## src/tsc_consts.svh

```systemverilog
// Offsets, field positions, reset values and write masks of the slave trigger control block
`ifndef TSC_CONSTS_SVH
`define TSC_CONSTS_SVH
`define TSC_OFF_SLAVE_MODE_CONTROL 8'h08
`define TSC_OFF_IRQ_DMA_ENABLE 8'h0c
`define TSC_RST_SLAVE_MODE_CONTROL 16'h0000
`define TSC_RST_IRQ_DMA_ENABLE 16'h0000
`define TSC_MODE_CTL_WMASK 16'hfff7
`define TSC_REQ_EN_WMASK 16'h7fff
`define TSC_BIT_EXT_POL 15
`define TSC_BIT_EXT_CLK2 14
`define TSC_POS_EXT_PRESC 12
`define TSC_POS_EXT_FILT 8
`define TSC_BIT_SYNC_DLY 7
`define TSC_POS_TRIG_SEL 4
`define TSC_POS_SLAVE_MODE 0
`define TSC_POS_DMA_EN 8
`define TSC_POS_IRQ_EN 0
`define TSC_SEL_EXT_FILT 3'h7
`define TSC_SEL_INPUT1_EDGE 3'h4
`endif

```

## src/tsc_pkg.sv

```systemverilog
// Types shared by the slave trigger control block
`default_nettype none
package tsc_pkg;
  typedef enum logic [2:0] {
    TSC_SM_OFF = 3'h0,
    TSC_SM_ENC1 = 3'h1,
    TSC_SM_ENC2 = 3'h2,
    TSC_SM_ENC3 = 3'h3,
    TSC_SM_RESET = 3'h4,
    TSC_SM_GATED = 3'h5,
    TSC_SM_TRIGGER = 3'h6,
    TSC_SM_EXTCLK1 = 3'h7
  } tsc_mode_type;
  // Register bus request
  typedef struct packed {
    logic [7:0] addr;
    logic [15:0] wdata;
    logic wr;
    logic rd;
  } tsc_bus_req_type;
  // Commands to the counter core
  typedef struct packed {
    logic tick;
    logic dir_down;
    logic reinit;
    logic start;
    logic trigger_event;
  } tsc_cnt_cmd_type;
  // Filter setting: log2 of sample divider (0 = every sampling clock tick), N, and dts-based flag
  typedef struct packed {
    logic use_dts;
    logic [2:0] div_log2;
    logic [3:0] n;
  } tsc_filt_type;
endpackage : tsc_pkg
`default_nettype wire

```

## src/tsc_slave_trigger.sv

```systemverilog
// Slave mode and trigger conditioning logic of a timer, with request enable register
//==============================================================
// Contract
// RULE1: Polarity bit 1 inverts the external trigger pin, 0 passes it.
// RULE2: Clock mode 2 advances the counter on each conditioned external trigger edge.
// RULE3: With both clock modes set, counting clock comes from filtered external trigger.
// RULE4: Software avoids selecting external trigger as source with clock mode 2 plus slave mode.
// RULE5: Two-bit prescaler divides external trigger by 1, 2, 4 or 8.
// RULE6: Prescaled trigger toggles no faster than quarter of the kernel clock.
// RULE7: Filter passes a new level after N consecutive agreeing samples.
// RULE8: Filter code 0 unfiltered at sampling clock; codes 1-3 at clock, N 2/4/8.
// RULE9: Codes 4-15 sample at sampling clock divided 2..32 with their N.
// RULE10: Sync bit delays internal effect of each trigger input event.
// RULE11: Trigger select picks internal triggers, input-1 edge, inputs 1/2 or external.
// RULE12: Software changes trigger select only while the trigger is unused.
// RULE13: Mode 000 ticks the prescaler from the clock while counter is enabled.
// RULE14: Encoder modes count on input edges, direction from the other input.
// RULE15: Reset mode: trigger rising edge reinitialises counter and requests update.
// RULE16: Gated mode: counter runs only while trigger high, halts without reset.
// RULE17: Trigger mode: trigger rising edge starts counter without reset.
// RULE18: Clock mode 1: each trigger rising edge advances the counter.
// RULE19: Software avoids gated mode with the input-1 edge source.
// RULE20: Enable register gates DMA requests, bits 14 down to 8.
// RULE21: Enable register gates interrupts, bits 7 down to 0.
// RULE22: A request is high while its event flag and enable bit are both set.
// RULE23: Sampling clock is 1, 2 or 4 clocks for divider codes 0, 1, 2.
// RULE24: Clock, gated and encoder modes need counter enable; trigger mode sets it.
//
// The plain strobed port was decided locally.
`timescale 1ns/10ps
`include "tsc_consts.svh"
`default_nettype none

module tsc_slave_trigger (
  input wire logic clk,
  input wire logic rst,
  input wire tsc_pkg::tsc_bus_req_type bus_req,
  output logic [15:0] bus_rdata,
  input wire logic counter_enable_bit,
  input wire logic [1:0] sampling_clock_divider,
  input wire logic ext_trigger_pin,
  input wire logic [3:0] internal_trigger,
  input wire logic input1_edge_pulse,
  input wire logic filtered_input_1,
  input wire logic filtered_input_2,
  input wire logic [7:0] event_flags,
  output var tsc_pkg::tsc_cnt_cmd_type cnt_cmd,
  output logic ext_trigger_filtered,
  output logic [7:0] irq_req,
  output logic [6:0] dma_req
);
  import tsc_pkg::*;

  //==============================================================
  // Decode helpers
  function automatic tsc_filt_type filt_cfg(input logic [3:0] code);
    tsc_filt_type f;
    f = '{use_dts: 1'b1, div_log2: 3'h0, n: 4'h1};
    case (code)
      4'h0: f = '{use_dts: 1'b1, div_log2: 3'h0, n: 4'h1};
      4'h1: f = '{use_dts: 1'b0, div_log2: 3'h0, n: 4'h2};
      4'h2: f = '{use_dts: 1'b0, div_log2: 3'h0, n: 4'h4};
      4'h3: f = '{use_dts: 1'b0, div_log2: 3'h0, n: 4'h8};
      4'h4: f = '{use_dts: 1'b1, div_log2: 3'h1, n: 4'h6};
      4'h5: f = '{use_dts: 1'b1, div_log2: 3'h1, n: 4'h8};
      4'h6: f = '{use_dts: 1'b1, div_log2: 3'h2, n: 4'h6};
      4'h7: f = '{use_dts: 1'b1, div_log2: 3'h2, n: 4'h8};
      4'h8: f = '{use_dts: 1'b1, div_log2: 3'h3, n: 4'h6};
      4'h9: f = '{use_dts: 1'b1, div_log2: 3'h3, n: 4'h8};
      4'ha: f = '{use_dts: 1'b1, div_log2: 3'h4, n: 4'h5};
      4'hb: f = '{use_dts: 1'b1, div_log2: 3'h4, n: 4'h6};
      4'hc: f = '{use_dts: 1'b1, div_log2: 3'h4, n: 4'h8};
      4'hd: f = '{use_dts: 1'b1, div_log2: 3'h5, n: 4'h5};
      4'he: f = '{use_dts: 1'b1, div_log2: 3'h5, n: 4'h6};
      4'hf: f = '{use_dts: 1'b1, div_log2: 3'h5, n: 4'h8};
      default: f = '{use_dts: 1'b1, div_log2: 3'h0, n: 4'h1};
    endcase
    return f;
  endfunction

  function automatic logic [4:0] low_mask(input logic [2:0] log2);
    logic [5:0] one_hot;
    one_hot = 6'h01 << log2;
    return 5'(one_hot - 6'h01);
  endfunction

  //==============================================================
  // Registers
  logic [15:0] mode_ctl_r;
  logic [15:0] req_en_r;

  always_ff @(posedge clk) begin
    if (rst) begin
      mode_ctl_r <= `TSC_RST_SLAVE_MODE_CONTROL;
    end else if (bus_req.wr && bus_req.addr == `TSC_OFF_SLAVE_MODE_CONTROL) begin
      mode_ctl_r <= bus_req.wdata & `TSC_MODE_CTL_WMASK;
    end
  end

  always_ff @(posedge clk) begin
    if (rst) begin
      req_en_r <= `TSC_RST_IRQ_DMA_ENABLE;
    end else if (bus_req.wr && bus_req.addr == `TSC_OFF_IRQ_DMA_ENABLE) begin
      req_en_r <= bus_req.wdata & `TSC_REQ_EN_WMASK;
    end
  end

  // Unmapped addresses read as zero; reserved bits are never stored
  always_ff @(posedge clk) begin
    if (rst) begin
      bus_rdata <= 16'h0000;
    end else if (bus_req.rd) begin
      case (bus_req.addr)
        `TSC_OFF_SLAVE_MODE_CONTROL: bus_rdata <= mode_ctl_r;
        `TSC_OFF_IRQ_DMA_ENABLE: bus_rdata <= req_en_r;
        default: bus_rdata <= 16'h0000;
      endcase
    end
  end

  logic ext_trigger_polarity;
  logic ext_clock_mode2_enable;
  logic [1:0] ext_trigger_prescale;
  logic [3:0] ext_trigger_filter;
  logic master_slave_sync_delay;
  logic [2:0] trigger_source_select;
  tsc_mode_type slave_mode_select;

  assign ext_trigger_polarity = mode_ctl_r[`TSC_BIT_EXT_POL];
  assign ext_clock_mode2_enable = mode_ctl_r[`TSC_BIT_EXT_CLK2];
  assign ext_trigger_prescale = mode_ctl_r[`TSC_POS_EXT_PRESC +: 2];
  assign ext_trigger_filter = mode_ctl_r[`TSC_POS_EXT_FILT +: 4];
  assign master_slave_sync_delay = mode_ctl_r[`TSC_BIT_SYNC_DLY];
  assign trigger_source_select = mode_ctl_r[`TSC_POS_TRIG_SEL +: 3];
  assign slave_mode_select = tsc_mode_type'(mode_ctl_r[`TSC_POS_SLAVE_MODE +: 3]);

  //==============================================================
  // Sampling clock enable
  logic [1:0] dts_cnt_r;
  logic [1:0] dts_top;
  logic dts_en;

  // Reserved divider code behaves as divide by four
  assign dts_top = (sampling_clock_divider == 2'h0) ? 2'h0 :
                   (sampling_clock_divider == 2'h1) ? 2'h1 : 2'h3; // [RULE23]
  assign dts_en = (dts_cnt_r == dts_top);

  always_ff @(posedge clk) begin
    if (rst || dts_en) begin
      dts_cnt_r <= 2'h0;
    end else begin
      dts_cnt_r <= dts_cnt_r + 2'h1;
    end
  end

  //==============================================================
  // External trigger polarity and prescaler
  logic ext_trigger_pol_r;
  logic ext_trigger_pol_d_r;
  logic [2:0] ext_pres_cnt_r;
  logic ext_trigger_prescaled;

  always_ff @(posedge clk) begin
    if (rst) begin
      ext_trigger_pol_r <= 1'b0;
      ext_trigger_pol_d_r <= 1'b0;
    end else begin
      ext_trigger_pol_r <= ext_trigger_pin ^ ext_trigger_polarity; // [RULE1]
      ext_trigger_pol_d_r <= ext_trigger_pol_r;
    end
  end

  // Counting rising edges; bit k toggles at 1/2^k of the edge rate
  always_ff @(posedge clk) begin
    if (rst) begin
      ext_pres_cnt_r <= 3'h0;
    end else if (ext_trigger_pol_r && !ext_trigger_pol_d_r) begin
      ext_pres_cnt_r <= ext_pres_cnt_r + 3'h1;
    end
  end

  always_comb begin
    case (ext_trigger_prescale) // [RULE5]
      2'h0: ext_trigger_prescaled = ext_trigger_pol_r;
      2'h1: ext_trigger_prescaled = ext_pres_cnt_r[0];
      2'h2: ext_trigger_prescaled = ext_pres_cnt_r[1];
      default: ext_trigger_prescaled = ext_pres_cnt_r[2];
    endcase
  end

  //==============================================================
  // Digital filter
  tsc_filt_type fcfg;
  logic [4:0] samp_div_r;
  logic samp_en;
  logic [3:0] filt_cnt_r;

  assign fcfg = filt_cfg(ext_trigger_filter);
  assign samp_en = fcfg.use_dts ?
                   (dts_en && ((samp_div_r & low_mask(fcfg.div_log2)) == 5'h00)) :
                   1'b1; // [RULE8] [RULE9]

  always_ff @(posedge clk) begin
    if (rst) begin
      samp_div_r <= 5'h00;
    end else if (dts_en) begin
      samp_div_r <= samp_div_r + 5'h01;
    end
  end

  // Any disagreeing sample restarts the run count
  always_ff @(posedge clk) begin
    if (rst) begin
      filt_cnt_r <= 4'h0;
      ext_trigger_filtered <= 1'b0;
    end else if (samp_en) begin
      if (ext_trigger_prescaled == ext_trigger_filtered) begin
        filt_cnt_r <= 4'h0;
      end else if (filt_cnt_r + 4'h1 >= fcfg.n) begin
        filt_cnt_r <= 4'h0;
        ext_trigger_filtered <= ext_trigger_prescaled; // [RULE7]
      end else begin
        filt_cnt_r <= filt_cnt_r + 4'h1;
      end
    end
  end

  //==============================================================
  // Trigger selection and edge detection
  logic trigger_input;
  logic trig_r;
  logic trig_rise;
  logic trig_dly_r;
  logic rise_dly_r;
  logic trig_eff;
  logic rise_eff;
  logic extf_d_r;
  logic extf_rise;

  always_comb begin
    case (trigger_source_select) // [RULE11]
      3'h0: trigger_input = internal_trigger[0];
      3'h1: trigger_input = internal_trigger[1];
      3'h2: trigger_input = internal_trigger[2];
      3'h3: trigger_input = internal_trigger[3];
      `TSC_SEL_INPUT1_EDGE: trigger_input = input1_edge_pulse;
      3'h5: trigger_input = filtered_input_1;
      3'h6: trigger_input = filtered_input_2;
      default: trigger_input = ext_trigger_filtered;
    endcase
  end

  always_ff @(posedge clk) begin
    if (rst) begin
      trig_r <= 1'b0;
      trig_dly_r <= 1'b0;
      rise_dly_r <= 1'b0;
      extf_d_r <= 1'b0;
    end else begin
      trig_r <= trigger_input;
      trig_dly_r <= trig_r;
      rise_dly_r <= trig_rise;
      extf_d_r <= ext_trigger_filtered;
    end
  end

  // The edge pulse source is already one pulse per transition
  assign trig_rise = (trigger_source_select == `TSC_SEL_INPUT1_EDGE) ?
                     trig_r : (trigger_input && !trig_r);
  // One extra cycle lets the slaves see our trigger output in step
  assign trig_eff = master_slave_sync_delay ? trig_dly_r : trig_r; // [RULE10]
  assign rise_eff = master_slave_sync_delay ? rise_dly_r : trig_rise; // [RULE10]
  assign extf_rise = ext_trigger_filtered && !extf_d_r;

  //==============================================================
  // Encoder edges
  logic fi1_d_r;
  logic fi2_d_r;
  logic fi1_edge;
  logic fi2_edge;

  always_ff @(posedge clk) begin
    if (rst) begin
      fi1_d_r <= 1'b0;
      fi2_d_r <= 1'b0;
    end else begin
      fi1_d_r <= filtered_input_1;
      fi2_d_r <= filtered_input_2;
    end
  end

  assign fi1_edge = filtered_input_1 ^ fi1_d_r;
  assign fi2_edge = filtered_input_2 ^ fi2_d_r;

  //==============================================================
  // Slave mode controller
  logic tick_nxt;
  logic dir_nxt;
  logic reinit_nxt;
  logic start_nxt;
  logic tevent_nxt;
  logic base_clk;
  logic gate_r;
  logic dir_r;

  // Clock mode 2 replaces the internal clock source in every mode but encoders
  assign base_clk = ext_clock_mode2_enable ? extf_rise : 1'b1; // [RULE2] [RULE4]

  always_comb begin
    tick_nxt = 1'b0;
    dir_nxt = dir_r;
    reinit_nxt = 1'b0;
    start_nxt = 1'b0;
    tevent_nxt = 1'b0;
    case (slave_mode_select)
      TSC_SM_OFF: begin
        tick_nxt = counter_enable_bit && base_clk; // [RULE13] [RULE24]
      end
      TSC_SM_ENC1: begin
        tick_nxt = counter_enable_bit && fi2_edge; // [RULE14]
        dir_nxt = fi2_edge ? (filtered_input_2 == filtered_input_1) : dir_r;
      end
      TSC_SM_ENC2: begin
        tick_nxt = counter_enable_bit && fi1_edge; // [RULE14]
        dir_nxt = fi1_edge ? (filtered_input_1 != filtered_input_2) : dir_r;
      end
      TSC_SM_ENC3: begin
        tick_nxt = counter_enable_bit && (fi1_edge || fi2_edge); // [RULE14]
        if (fi1_edge) begin
          dir_nxt = (filtered_input_1 != filtered_input_2);
        end else if (fi2_edge) begin
          dir_nxt = (filtered_input_2 == filtered_input_1);
        end
      end
      TSC_SM_RESET: begin
        tick_nxt = counter_enable_bit && base_clk;
        reinit_nxt = rise_eff; // [RULE15]
        tevent_nxt = rise_eff;
      end
      TSC_SM_GATED: begin
        // Level source only; the edge pulse source gives a meaningless gate
        tick_nxt = counter_enable_bit && trig_eff && base_clk; // [RULE16] [RULE19]
        tevent_nxt = (trig_eff != gate_r);
      end
      TSC_SM_TRIGGER: begin
        start_nxt = rise_eff; // [RULE17] [RULE24]
        tick_nxt = counter_enable_bit && base_clk;
        tevent_nxt = rise_eff;
      end
      TSC_SM_EXTCLK1: begin
        // Both clock modes together: the filtered external trigger is the clock
        tick_nxt = counter_enable_bit &&
                   (ext_clock_mode2_enable ? extf_rise : rise_eff); // [RULE18] [RULE3]
        tevent_nxt = rise_eff;
      end
      default: begin
        tick_nxt = 1'b0;
      end
    endcase
  end

  always_ff @(posedge clk) begin
    if (rst) begin
      gate_r <= 1'b0;
      dir_r <= 1'b0;
    end else begin
      gate_r <= trig_eff;
      dir_r <= dir_nxt;
    end
  end

  always_ff @(posedge clk) begin
    if (rst) begin
      cnt_cmd <= '0;
    end else begin
      cnt_cmd.tick <= tick_nxt;
      cnt_cmd.dir_down <= dir_nxt;
      cnt_cmd.reinit <= reinit_nxt;
      cnt_cmd.start <= start_nxt;
      cnt_cmd.trigger_event <= tevent_nxt;
    end
  end

  //==============================================================
  // Interrupt and DMA request gating
  always_ff @(posedge clk) begin
    if (rst) begin
      irq_req <= 8'h00;
      dma_req <= 7'h00;
    end else begin
      irq_req <= event_flags & req_en_r[`TSC_POS_IRQ_EN +: 8]; // [RULE21] [RULE22]
      dma_req <= event_flags[6:0] & req_en_r[`TSC_POS_DMA_EN +: 7]; // [RULE20] [RULE22]
    end
  end

endmodule // tsc_slave_trigger

`default_nettype wire

```

## config.mk

```make
export PLATFORM = sky130hd
export DESIGN_NAME = tsc_slave_trigger
export DESIGN_NICKNAME = d
export VERILOG_FILES = /design/src/tsc_pkg.sv /design/src/tsc_slave_trigger.sv
export VERILOG_INCLUDE_DIRS = /design/src
export SDC_FILE = /design/constraint.sdc
export NUM_CORES = 1
export LEC_CHECK = 0
export ABC_AREA = 1
export BUFFER_PORTS_ARGS = -buffer_cell sky130_fd_sc_hd__buf_2
export CAP_MARGIN = 10
export CORE_ASPECT_RATIO = 1.5
export CORE_MARGIN = 1
export CORE_UTILIZATION = 45
export DETAILED_ROUTE_END_ITERATION = 10
export GPL_ROUTABILITY_DRIVEN = 0
export PLACE_DENSITY = 0.67
export SYNTH_ARGS = -nofsm -noshare
export SYNTH_HDL_FRONTEND = slang
export SYNTH_SLANG_ARGS = --single-unit
```

## constraint.sdc

```tcl
create_clock -name clk -period 2.6 [get_ports clk]
set_input_delay 0.52 -clock clk [delete_from_list [all_inputs] [get_ports clk]]
set_output_delay 0.52 -clock clk [all_outputs]
set_load 0.02 [all_outputs]
```

* Yosys cells after proc, flatten, opt, wreduce, memory -nomap -nowiden
Memory sizes are Yosys's and may differ from the RTL's. A register that Yosys moved wholly into a read port is not among the register bits.
Cells that the tools add are included.
** Word-level totals
- Flip-flop bits (word level) :: 90
- Latch bits :: 0
- RAM bits :: 0
- Bits in read-only memories :: 128
- Output and inout port bits :: 37
- Word-level logic and storage cells :: 116
- Memories :: 1
** Cells by class
- Add/sub/neg operators :: 5
- Multiply operators :: 0
- Div/mod/pow operators :: 0
- Order comparisons :: 1
- Equality and inequality tests :: 24
- Shift-type cells :: 1
- Muxes and demuxes :: 21
- Bitwise operators :: 9
- Reduce and logical (&&, ||, !) cells :: 30
** Memory list
- (no name shown) :: words 16, bits a word 8, rd ports 1, clocked after Yosys merged registers in 1, write ports 0, line tsc_slave_trigger.sv:59 : case (code)
** Operator list (count)
- 16-bit case mux with 2 select lines :: 1
- 3-bit == test, second input constant :: 7
- 8-bit by 4-bit == test with 1-bit output, second input constant :: 2
- 4-bit 2-to-1 mux :: 4
- 1-bit logical AND :: 13
- 3-bit by 2-bit == test with 1-bit output, second input constant :: 4
- 1-bit 2-to-1 mux :: 9
- 8-bit bitwise AND :: 1
- 7-bit bitwise AND :: 1
- 1-bit case mux with 7 select lines :: 1
- 3-bit by 1-bit == test with 1-bit output, second input constant :: 2
- 3-bit logical NOT :: 2
- 1-bit case mux with 3 select lines :: 2
- 1-bit case mux with 6 select lines :: 1
- 3-bit OR reduction :: 2
- 5-bit by 1-bit adder with 5-bit output, second input constant :: 1
- 5-bit bitwise AND :: 1
- 5-bit logical NOT :: 1
- 1-bit by 3-bit << shifter with 5-bit output, first input constant :: 1
- 5-bit by 1-bit subtractor with 5-bit output, second input constant :: 1
- 4-bit by 1-bit adder with 4-bit output, second input constant :: 1
- 2-bit by 1-bit == test with 1-bit output, second input constant :: 2
- 4-bit >= comparator :: 1
- 2-bit logical NOT :: 2
- other kinds (17) :: 28

* Longest topological paths before layout
Gate-level depths: netlist of run 1.
- Word-level depth :: 8
- Gate-level depth with buffers :: 14

* Worst setup path after synthesis of run 1
OpenSTA, ideal clock, no wires.
- Path type :: input-to-reg
- From :: input port bus_req[20] in the netlist's numbering
- To :: register fcfg[1] (netlist name)
- Setup time :: 0.117 ns
- Data arrival time :: 2.084 ns
- Required time :: 2.483 ns
- Path slack :: 0.399 ns
- Stages :: 10
- Buffers on the path :: 0
- Path through :: nor4_2 nand2_4 nor2_8 nor2_1 nor3_4 inv_1 ha_1 inv_1 o21ai_0 o21ai_1
** On the way
- Word-level cells in the longest chain between the ends :: 4
** Ends and longest elaborated chain
- from (decl) :: line tsc_slave_trigger.sv:37 : input wire tsc_pkg::tsc_bus_req_type bus_req,
- 8-bit by 4-bit == test with 1-bit output
- 1-bit logical AND (no source line)
- 4-bit 2-to-1 mux (no source line) (2 in series)
No other way between the ends.
A chain may end at the register's enable or synchronous reset.

* Worst setup path after layout of run 1
- From :: input port bus_req[20] in the netlist's numbering
- To :: register fcfg[1] (netlist name)
** On the way
- Word-level cells in the longest chain between the ends :: 4
** Ends and longest elaborated chain
- 8-bit by 4-bit == test with 1-bit output
- 1-bit logical AND (no source line)
- 4-bit 2-to-1 mux (no source line) (2 in series)
No other way between the ends.

==> load_flow_metrics.sql, run 1 <==
INSERT INTO impl_metrics (metric_group, metric, value, unit) VALUES
('outcome', 'run_status', 'complete, no violations', ''),
('sta', 'timing.max_slew.rel_slack', '69.21', '%'),
('setup_path', 'critPathLaunchType', 'input port', ''),
('final_layout', 'area_growth_syn_to_layout', '19.81', '%'),
('global_routing', 'wire_length_of_the_first_global_routing_pass', '16700', 'um'),
('yosys', 'postSynthCellCount', '562', ''),
('power', 'pwr_density_cell', '621.1', 'nW/um2'),
('detailed_routing', 'postRouteAntennaNets', '0', ''),
('flow_run', 'cap_viol_max_count', '0', ''),
('sta', 'fmaxAchievable', '0.4579', 'GHz'),
('floorplanning', 'core_region_area', '9254', 'um2'),
('floorplanning', 'initial_utilization', '46.13', '%'),
('floorplanning', 'fp.dieArea', '9888', 'um2'),
('placed_design', 'detailed_place_hpwl', '7782', 'um'),
('yosys', 'post_synth.cell_area_avg', '7.596', 'um2'),
('clock_network', 'worst_skew_pair.late_latency', '0.34', 'ns'),
('setup_path', 'end_kind', 'flop', ''),
('yosys', 'synth_top_area_share', '45.96', '%'),
('final_layout', 'final_core_utilization', '55.27', '%'),
('detailed_routing', 'drt-wirelength-per-cell', '13.33', 'um'),
('global_routing', 'total_overflow_reported_by_the_global_router', '0', ''),
('sta', 'fin_crit', '2.184', 'ns'),
('floorplanning', 'die_w', '81.53', 'um'),
('setup_path', 'path_max_fanout', '8', ''),
('sta', 'setup-violations-final', '0', ''),
('setup_path', 'worst-setup-path-type', 'input port to flop', ''),
('yosys', 'yosysUniqueCellTypes', '38', ''),
('placed_design', 'dpl.cell_count', '745', ''),
('global_routing', 'grt_antenna_before_repair', '0', ''),
('clock_network', 'holdBufCountCts', '0', ''),
('detailed_routing', 'first_pass_iters', '4', ''),
('sta', 'tns', '0', 'ns'),
('sta', 'unrepaired_setup_endpoints_after_global_routing', 'no', ''),
('sta', 'hold_viol_final', '0', ''),
('detailed_routing', 'drc', '0', ''),
('yosys', 'synth_commonest_cells', 'sky130_fd_sc_hd__dfxtp_1 (98), sky130_fd_sc_hd__inv_1 (79), sky130_fd_sc_hd__nand2_1 (78), sky130_fd_sc_hd__nor2_1 (72), sky130_fd_sc_hd__o21ai_0 (61)', ''),
('yosys', 'proportion_of_synthesized_chip_area_in_sequential_cells', '45.96', '%'),
('yosys', 'yosys_warnings', '0', ''),
('setup_path', 'cp_data_arrival_time', '2.42', 'ns'),
('global_routing', 'grt_pass1_vias', '3736', ''),
('final_layout', 'num-nets-final', '704', ''),
('sta', 'worst-slew-pin-transition', '0.4603', 'ns'),
('yosys', 'flip_flop_and_latch_count_after_synthesis', '98', ''),
('clock_network', 'clk_pin_slew', '0.07', 'ns'),
('clock_network', 'cts_inserted_buffers', '9', ''),
('yosys', 'syn_area', '4269', 'um2'),
('global_routing', 'grt_start_max_net_pins', '30', ''),
('clock_network', 'clk_path_buf_depth', '2', ''),
('global_routing', 'grt_usage', '22.41', '%'),
('power', 'finalPower', '3.177', 'mW'),
('clock_network', 'cts_max_level', '3', ''),
('detailed_routing', 'totalWireLength', '10140', 'um'),
('placed_design', 'placement.io_buffers', '83', ''),
('floorplanning', 'rows', '43', ''),
('clock_network', 'cts_num_sinks', '98', ''),
('final_layout', 'finalNonFillerCells', '761', ''),
('sta', 'final_max_slew_viol_count', '0', ''),
('final_layout', 'num_antenna_cells', '0', ''),
('worst_hold_path', 'worstHoldPathType', 'input port to flop', ''),
('clock_network', 'clockRootBuffer', 'sky130_fd_sc_hd__clkbuf_16', ''),
('floorplanning', 'boundaryPins', '84', ''),
('yosys', 'yosys-top-cells-area', 'sky130_fd_sc_hd__dfxtp_1 (46%), sky130_fd_sc_hd__o21ai_0 (7.2%), sky130_fd_sc_hd__inv_1 (6.9%)', ''),
('yosys', 'synth_fp_nets', '622', ''),
('yosys', 'ys_async_sr_fraction', '0', '%'),
('power', 'peakVddDrop', '0.0004226', 'V'),
('power', 'leakagePower', '2.360', 'nW'),
('detailed_routing', 'routed_via_density', '5.037', ''),
('yosys', 'synth_flop_cell', 'sky130_fd_sc_hd__dfxtp_1', ''),
('clock_network', 'cts_tree', 'done', ''),
('detailed_routing', 'drt_iter0_drc', '197', ''),
('clock_network', 'post-cts-setup-buffer-count', '0', ''),
('setup_path', 'required', '2.84', 'ns'),
('sta', 'final_min_period_over_clock_period', '83.99', '%'),
('detailed_routing', 'via_count', '3833', ''),
('floorplanning', 'die_h', '121.3', 'um'),
('yosys', 'synth_edf_count', '0', ''),
('final_layout', 'final.fill_count', '899', ''),
('yosys', 'synth_area_leader_cell', 'sky130_fd_sc_hd__dfxtp_1', ''),
('final_layout', 'post_route_cells_drive_above_1_share', '19.57', '%'),
('sta', 'fin_skew', '0.007709', 'ns'),
('yosys', 'synth.most_common_cell', 'sky130_fd_sc_hd__dfxtp_1', ''),
('clock_network', 'cts.repair.resized', '0', '');
==> per-layer routing <==
layer	global-route usage, %	part of all wire, %	up-vias	wire length, um
li1	-	-	1986	-
met1	23.92	39	1737	3995
met2	40.89	54	91	5449
met3	4.662	4.5	19	455
met4	9.821	2.4	0	243
met5	0	0	-	0
==> placed cells by master, fill, tap and decap left out, types with 8 or more instances in the layout <==
cell type	netlist	layout
sky130_fd_sc_hd__o21ai_0	61	61
sky130_fd_sc_hd__inv_1	79	79
sky130_fd_sc_hd__buf_2	2	83
sky130_fd_sc_hd__nor3_1	16	16
sky130_fd_sc_hd__ha_1	13	13
sky130_fd_sc_hd__buf_4	1	8
sky130_fd_sc_hd__nor2_1	72	72
sky130_fd_sc_hd__clkbuf_16	0	9
sky130_fd_sc_hd__a21oi_1	42	42
sky130_fd_sc_hd__dfxtp_1	98	98
sky130_fd_sc_hd__nand2_1	78	78
sky130_fd_sc_hd__o22ai_1	11	11
sky130_fd_sc_hd__nand3_1	18	18
==> layout make-up <==
class / count / area, um2 / area share [%]
inverter: 81 / 304.0 / 5.944
clock buffer: 10 / 239.0 / 4.672
sequential: 98 / 1962 / 38.36
timing repair buffer: 91 / 475.5 / 9.295
tap: 112 / 140.1 / 2.740
multi-input combinational: 363 / 1922 / 37.57
clock inverter: 6 / 72.57 / 1.419
==> cell families after synthesis <==
group / synth area share, %
flops: 45.96
compound gates: 16.47
buf+inv: 9.027
simple gates: 22.48
xor+xnor: 2.257
fa+ha+maj: 3.810
==> path summary, 6_finish.rpt <==
check                               startpoint                        endpoint  slack [ns]  depth (start not counted)
setup / recovery                   bus_req[20]                 fcfg[1]$_DFF_P_        0.42                         11
hold / removal                  event_flags[7]           irq_req[7]$_SDFF_PP0_        0.40                          3
setup reg to reg    filt_cnt_r[0]$_SDFFE_PP0P_      filt_cnt_r[2]$_SDFFE_PP0P_        0.66                          8
hold reg to reg   ext_trigger_pol_r$_SDFF_PP0_  ext_trigger_pol_d_r$_SDFF_PP0_        0.45                          2
==> power breakdown <==
part | total (mW) | switching [mW] | internal, mW
sequential | 1.56 | 0.0245 | 1.54
combinational | 0.248 | 0.156 | 0.0921
clock | 1.37 | 0.586 | 0.782
total | 3.18 | 0.766 | 2.41
==> state kept, by name (all words and copies together), names as in the netlist, 2 cells and up <==
register        cells
cnt_cmd             5
mode_ctl_r         15
dma_req             7
samp_div_r          5
fcfg                8
ext_pres_cnt_r      3
dts_cnt_r           2
req_en_r           15
irq_req             8
filt_cnt_r          4
bus_rdata          16
==> stage by stage <==
| stage | hold WS, ns | instance area (um2) | worst slack (ns) |
|---|---|---|---|
| 6_report | 0.4030 | 5115 | 0.4163 |
| 5_1_grt | 0.4082 | 5115 | 0.2279 |
| 4_1_cts | 0.3941 | 5115 | 0.4286 |
| 3_5_place_dp | 0.4482 | 4803 | 0.05598 |
| 3_3_place_gp | 0.4420 | 4803 | 0.1579 |
| 2_1_floorplan | 0.4193 | 4269 | 0.3992 |
==> critical path, stage by stage <==
cell and delay, ns:
sky130_fd_sc_hd__buf_2 0.11, sky130_fd_sc_hd__nor4_2 0.36, sky130_fd_sc_hd__nand2_4 0.11, sky130_fd_sc_hd__nor2_8 0.16, sky130_fd_sc_hd__nor2_1 0.10, sky130_fd_sc_hd__nor3_4 0.25
sky130_fd_sc_hd__inv_1 0.17, sky130_fd_sc_hd__ha_1 0.31, sky130_fd_sc_hd__inv_1 0.05, sky130_fd_sc_hd__o21ai_0 0.19, sky130_fd_sc_hd__o21ai_1 0.07
Power figures use the tool's default switching activity.
==> run 2: changes to the inputs <==
ABC_AREA = 0   (was 1)
clock period = 2.1 ns   (was 2.6 ns; I/O delays follow)
==> run 2 against run 1 <==
Compared with the run above:
- area after synthesis up 2.6%
- critical path depth down 1
- register-to-register slack worse by 0.43 ns
- first-iteration DRC count up 4.6%
- clock skew down 0.0017 ns
- wire length up 4.2%
==> load_flow_metrics.sql, run 2 <==
INSERT INTO impl_metrics (metric_group, metric, value, unit) VALUES
('global_routing', 'grt_util_met2', '39.10', '%'),
('final_layout', 'area_growth_syn_to_layout', '24.85', '%'),
('placed_design', 'placement.io_buffers', '83', ''),
('power', 'switching_power', '0.8958', 'mW'),
('sta', 'fmaxAchievable', '0.4786', 'GHz'),
('yosys', 'syn_area', '4380', 'um2'),
('floorplanning', 'core_region_area', '9361', 'um2'),
('yosys', 'yosysUniqueCellTypes', '62', ''),
('yosys', 'synth_edf_count', '0', ''),
('global_routing', 'use_met3', '4.015', '%'),
('global_routing', 'grt_pass1_vias', '3538', ''),
('yosys', 'synth_flop_cell', 'sky130_fd_sc_hd__dfxtp_1', ''),
('yosys', 'postSynthCellCount', '478', ''),
('power', 'pwr_density_cell', '724.7', 'nW/um2'),
('worst_hold_path', 'worstHoldPathType', 'input port to flop', ''),
('floorplanning', 'die_w', '82.56', 'um'),
('detailed_routing', 'drt-wirelength-per-cell', '15.25', 'um'),
('power', 'peakVddDrop', '0.0004859', 'V'),
('floorplanning', 'die_h', '122.8', 'um'),
('setup_path', 'required', '2.33', 'ns'),
('detailed_routing', 'via_count', '3782', ''),
('final_layout', 'layout_common_cells', 'sky130_fd_sc_hd__dfxtp_1 (98), sky130_fd_sc_hd__buf_2 (81), sky130_fd_sc_hd__nand2_1 (69)', ''),
('final_layout', 'num_antenna_cells', '0', ''),
('floorplanning', 'boundaryPins', '84', ''),
('power', 'clkPwrFrac', '44.3', '%'),
('detailed_routing', 'drt_iter0_drc', '206', ''),
('final_layout', 'largest_register_ff_count', '16', ''),
('sta', 'worst-slew-pin-transition', '0.5406', 'ns'),
('power', 'power_report.internal_total', '3.068', 'mW'),
('sta', 'unrepaired_setup_endpoints_after_global_routing', 'yes', ''),
('detailed_routing', 'first_pass_iters', '4', ''),
('setup_path', 'critical_path.reg2reg.startpoint', 'filt_cnt_r[0]$_SDFFE_PP0P_', ''),
('yosys', 'yosys_warnings', '0', ''),
('worst_hold_path', 'worst_hold_path.num_cells', '2', ''),
('yosys', 'synth_area_leader_cell', 'sky130_fd_sc_hd__dfxtp_1', ''),
('clock_network', 'cts_inserted_buffers', '9', ''),
('final_layout', 'post_route_cells_drive_above_1_share', '29.26', '%'),
('detailed_routing', 'totalWireLength', '10570', 'um'),
('setup_path', 'end_kind', 'flop', ''),
('sta', 'hold_viol_final', '0', ''),
('power', 'sequentialPowerShare', '48.6', '%'),
('clock_network', 'cts_num_sinks', '98', ''),
('clock_network', 'cts_max_level', '3', ''),
('flow_run', 'cap_viol_max_count', '0', ''),
('clock_network', 'worst_skew_pair.late_latency', '0.34', 'ns'),
('clock_network', 'cts_tree', 'done', ''),
('sta', 'timing.max_slew.rel_slack', '63.96', '%'),
('floorplanning', 'fp.dieArea', '10140', 'um2'),
('setup_path', 'cp_top_family', 'simple AND/OR/NAND/NOR gates', ''),
('detailed_routing', 'postRouteAntennaNets', '0', ''),
('power', 'leakagePower', '2.258', 'nW'),
('clock_network', 'clk_path_buf_depth', '2', ''),
('global_routing', 'total_overflow_reported_by_the_global_router', '0', ''),
('sta', 'setup-violations-final', '0', ''),
('floorplanning', 'rows', '43', ''),
('global_routing', 'gr-usage-met1', '24.86', '%'),
('final_layout', 'top_register', 'bus_rdata', ''),
('sta', 'fin_crit', '2.090', 'ns'),
('worst_hold_path', 'hold_path_startpoint', 'event_flags[7]', ''),
('outcome', 'run_status', 'complete, no violations', ''),
('setup_path', 'max_stage_delay', '0.55', 'ns'),
('final_layout', 'num-nets-final', '636', ''),
('global_routing', 'grt_start_max_net_pins', '42', ''),
('floorplanning', 'initial_utilization', '46.79', '%'),
('clock_network', 'clockRootBuffer', 'sky130_fd_sc_hd__clkbuf_16', ''),
('global_routing', 'grt_usage', '21.63', '%'),
('sta', 'final_max_slew_viol_count', '0', ''),
('power', 'power.share.switching', '22.60', '%'),
('yosys', 'proportion_of_synthesized_chip_area_in_sequential_cells', '44.79', '%'),
('setup_path', 'worst_reg2reg_setup_slack', '0.23', 'ns'),
('yosys', 'synth_fp_nets', '538', ''),
('final_layout', 'post-route-cell-area', '5469', 'um2'),
('setup_path', 'cpMaxStageDelayCell', 'sky130_fd_sc_hd__or4_4', ''),
('final_layout', 'final_core_utilization', '58.42', '%'),
('yosys', 'synth_top_area_share', '44.79', '%'),
('yosys', 'ys_async_sr_fraction', '0', '%'),
('clock_network', 'clk_pin_slew', '0.07', 'ns'),
('placed_design', 'detailed_place.area', '5075', 'um2'),
('sta', 'fin_skew', '0.005976', 'ns'),
('setup_path', 'timing.critical_path.cells', 'buf_6 -> or4_4 -> nor3_4 -> buf_4 -> nand2_4 -> a21oi_4 -> inv_4 -> ha_4 -> mux2i_1 -> a22o_1', ''),
('global_routing', 'busiest_layer', 'met2', ''),
('yosys', 'post_synth.cell_area_avg', '9.164', 'um2'),
('yosys', 'synth_commonest_cells', 'sky130_fd_sc_hd__dfxtp_1 (98), sky130_fd_sc_hd__nand2_1 (70), sky130_fd_sc_hd__nor2_1 (35), sky130_fd_sc_hd__a21oi_1 (32)', ''),
('setup_path', 'worstPathBufferInverterCount', '3', ''),
('detailed_routing', 'drc', '0', ''),
('power', 'part_of_the_total_power_dissipated_in_combinational_logic', '7.2', '%'),
('final_layout', 'final_common_cell', 'sky130_fd_sc_hd__dfxtp_1', ''),
('detailed_routing', 'routed_via_density', '5.457', ''),
('setup_path', 'r2r.worst_path.cells', '6', ''),
('yosys', 'yosys-top-cells-area', 'sky130_fd_sc_hd__dfxtp_1 (45%), sky130_fd_sc_hd__nand2_1 (6.0%), sky130_fd_sc_hd__ha_1 (3.7%)', ''),
('worst_hold_path', 'hold_path_end', 'irq_req[7]$_SDFF_PP0_', ''),
('yosys', 'synth.most_common_cell', 'sky130_fd_sc_hd__dfxtp_1', ''),
('global_routing', 'grt_antenna_before_repair', '0', ''),
('global_routing', 'wire_length_of_the_first_global_routing_pass', '16600', 'um'),
('setup_path', 'cp_data_arrival_time', '2.32', 'ns'),
('yosys', 'flip_flop_and_latch_count_after_synthesis', '98', ''),
('sta', 'final_min_period_over_clock_period', '99.50', '%'),
('setup_path', 'path_max_fanout', '4', ''),
('setup_path', 'worst-setup-path-type', 'input port to flop', ''),
('setup_path', 'critPathLaunchType', 'input port', ''),
('placed_design', 'detailed_place_hpwl', '7704', 'um'),
('setup_path', 'crit_reg_reg_endpoint', 'ext_trigger_filtered$_SDFFE_PP0P_', ''),
('final_layout', 'top_regs', 'bus_rdata (16), mode_ctl_r (15), req_en_r (15)', '');
## run 2: cell families after synthesis
logic type / after synthesis / synth area share (%)
compound gates: 109 / 17.51
xor+xnor: 14 / 2.799
fa+ha+maj: 13 / 3.713
buf+inv: 45 / 4.913
mux: 12 / 3.142
simple gates: 187 / 23.14
flops: 98 / 44.79
## run 2: final cells by class
| class | count | area, um2 |
|---|---|---|
| Fill cell | 842 | 3892 |
| Multi-Input combinational cell | 335 | 2261 |
| Clock buffer | 10 | 229.0 |
| Inverter | 17 | 68.82 |
| Sequential cell | 98 | 1962 |
| Clock inverter | 6 | 90.09 |
| Tap cell | 112 | 140.1 |
| Timing Repair Buffer | 115 | 718.2 |
## run 2: power by group through the flow
| stage | clock network (mW) | logic, mW | registers, mW |
|---|---|---|---|
| after floorplan | 0 | 0.145 | 1.98 |
| final | 1.75 | 0.284 | 1.93 |
| after global placement | 0 | 0.270 | 1.96 |
| after detailed placement | 0 | 0.276 | 1.97 |
| after global routing | 1.86 | 0.313 | 1.93 |
| after CTS | 1.78 | 0.278 | 1.92 |
## run 2: per-stage QoR
stage	TNS, ns	worst slack, ns	instances	power [mW]	hold slack, ns
after floorplan	-0.7783	-0.2256	478	2.122	0.4402
after global placement	-1.662	-0.3029	674	2.234	0.4578
after detailed placement	-2.156	-0.3389	674	2.243	0.4667
after CTS	0	0.002440	690	3.985	0.3067
after global routing	-0.09929	-0.04378	693	4.099	0.3143
final	0	0.01041	693	3.963	0.3152
## run 2: how the worst max path moves through the flow
| stage | from | end | slack (ns) | depth (start not counted) |
|---|---|---|---|---|
| after global routing | bus_req[18] | fcfg[3]$_DFF_P_ | -0.04 | 10 |
| after global placement | bus_req[20] | fcfg[3]$_DFF_P_ | -0.30 | 10 |
| after floorplan | bus_req[20] | fcfg[7]$_SDFF_PP1_ | -0.23 | 7 |
| after CTS | bus_req[20] | fcfg[3]$_DFF_P_ | 0.002 | 10 |
| after detailed placement | bus_req[20] | fcfg[3]$_DFF_P_ | -0.34 | 10 |
| final | bus_req[18] | fcfg[3]$_DFF_P_ | 0.01 | 10 |
## run 2: what timing repair did
item	CTS	global route
hold buffers	0	0
setup endpoints to repair	0	10
gates resized for setup	0	12
setup buffers	0	3
## run 2: layer usage
| layer | share of wire, % | wire [um] |
|---|---|---|
| met5 | 0 | 0 |
| met4 | 1.6 | 164 |
| met3 | 4.0 | 418 |
| met2 | 54 | 5679 |
| met1 | 41 | 4304 |
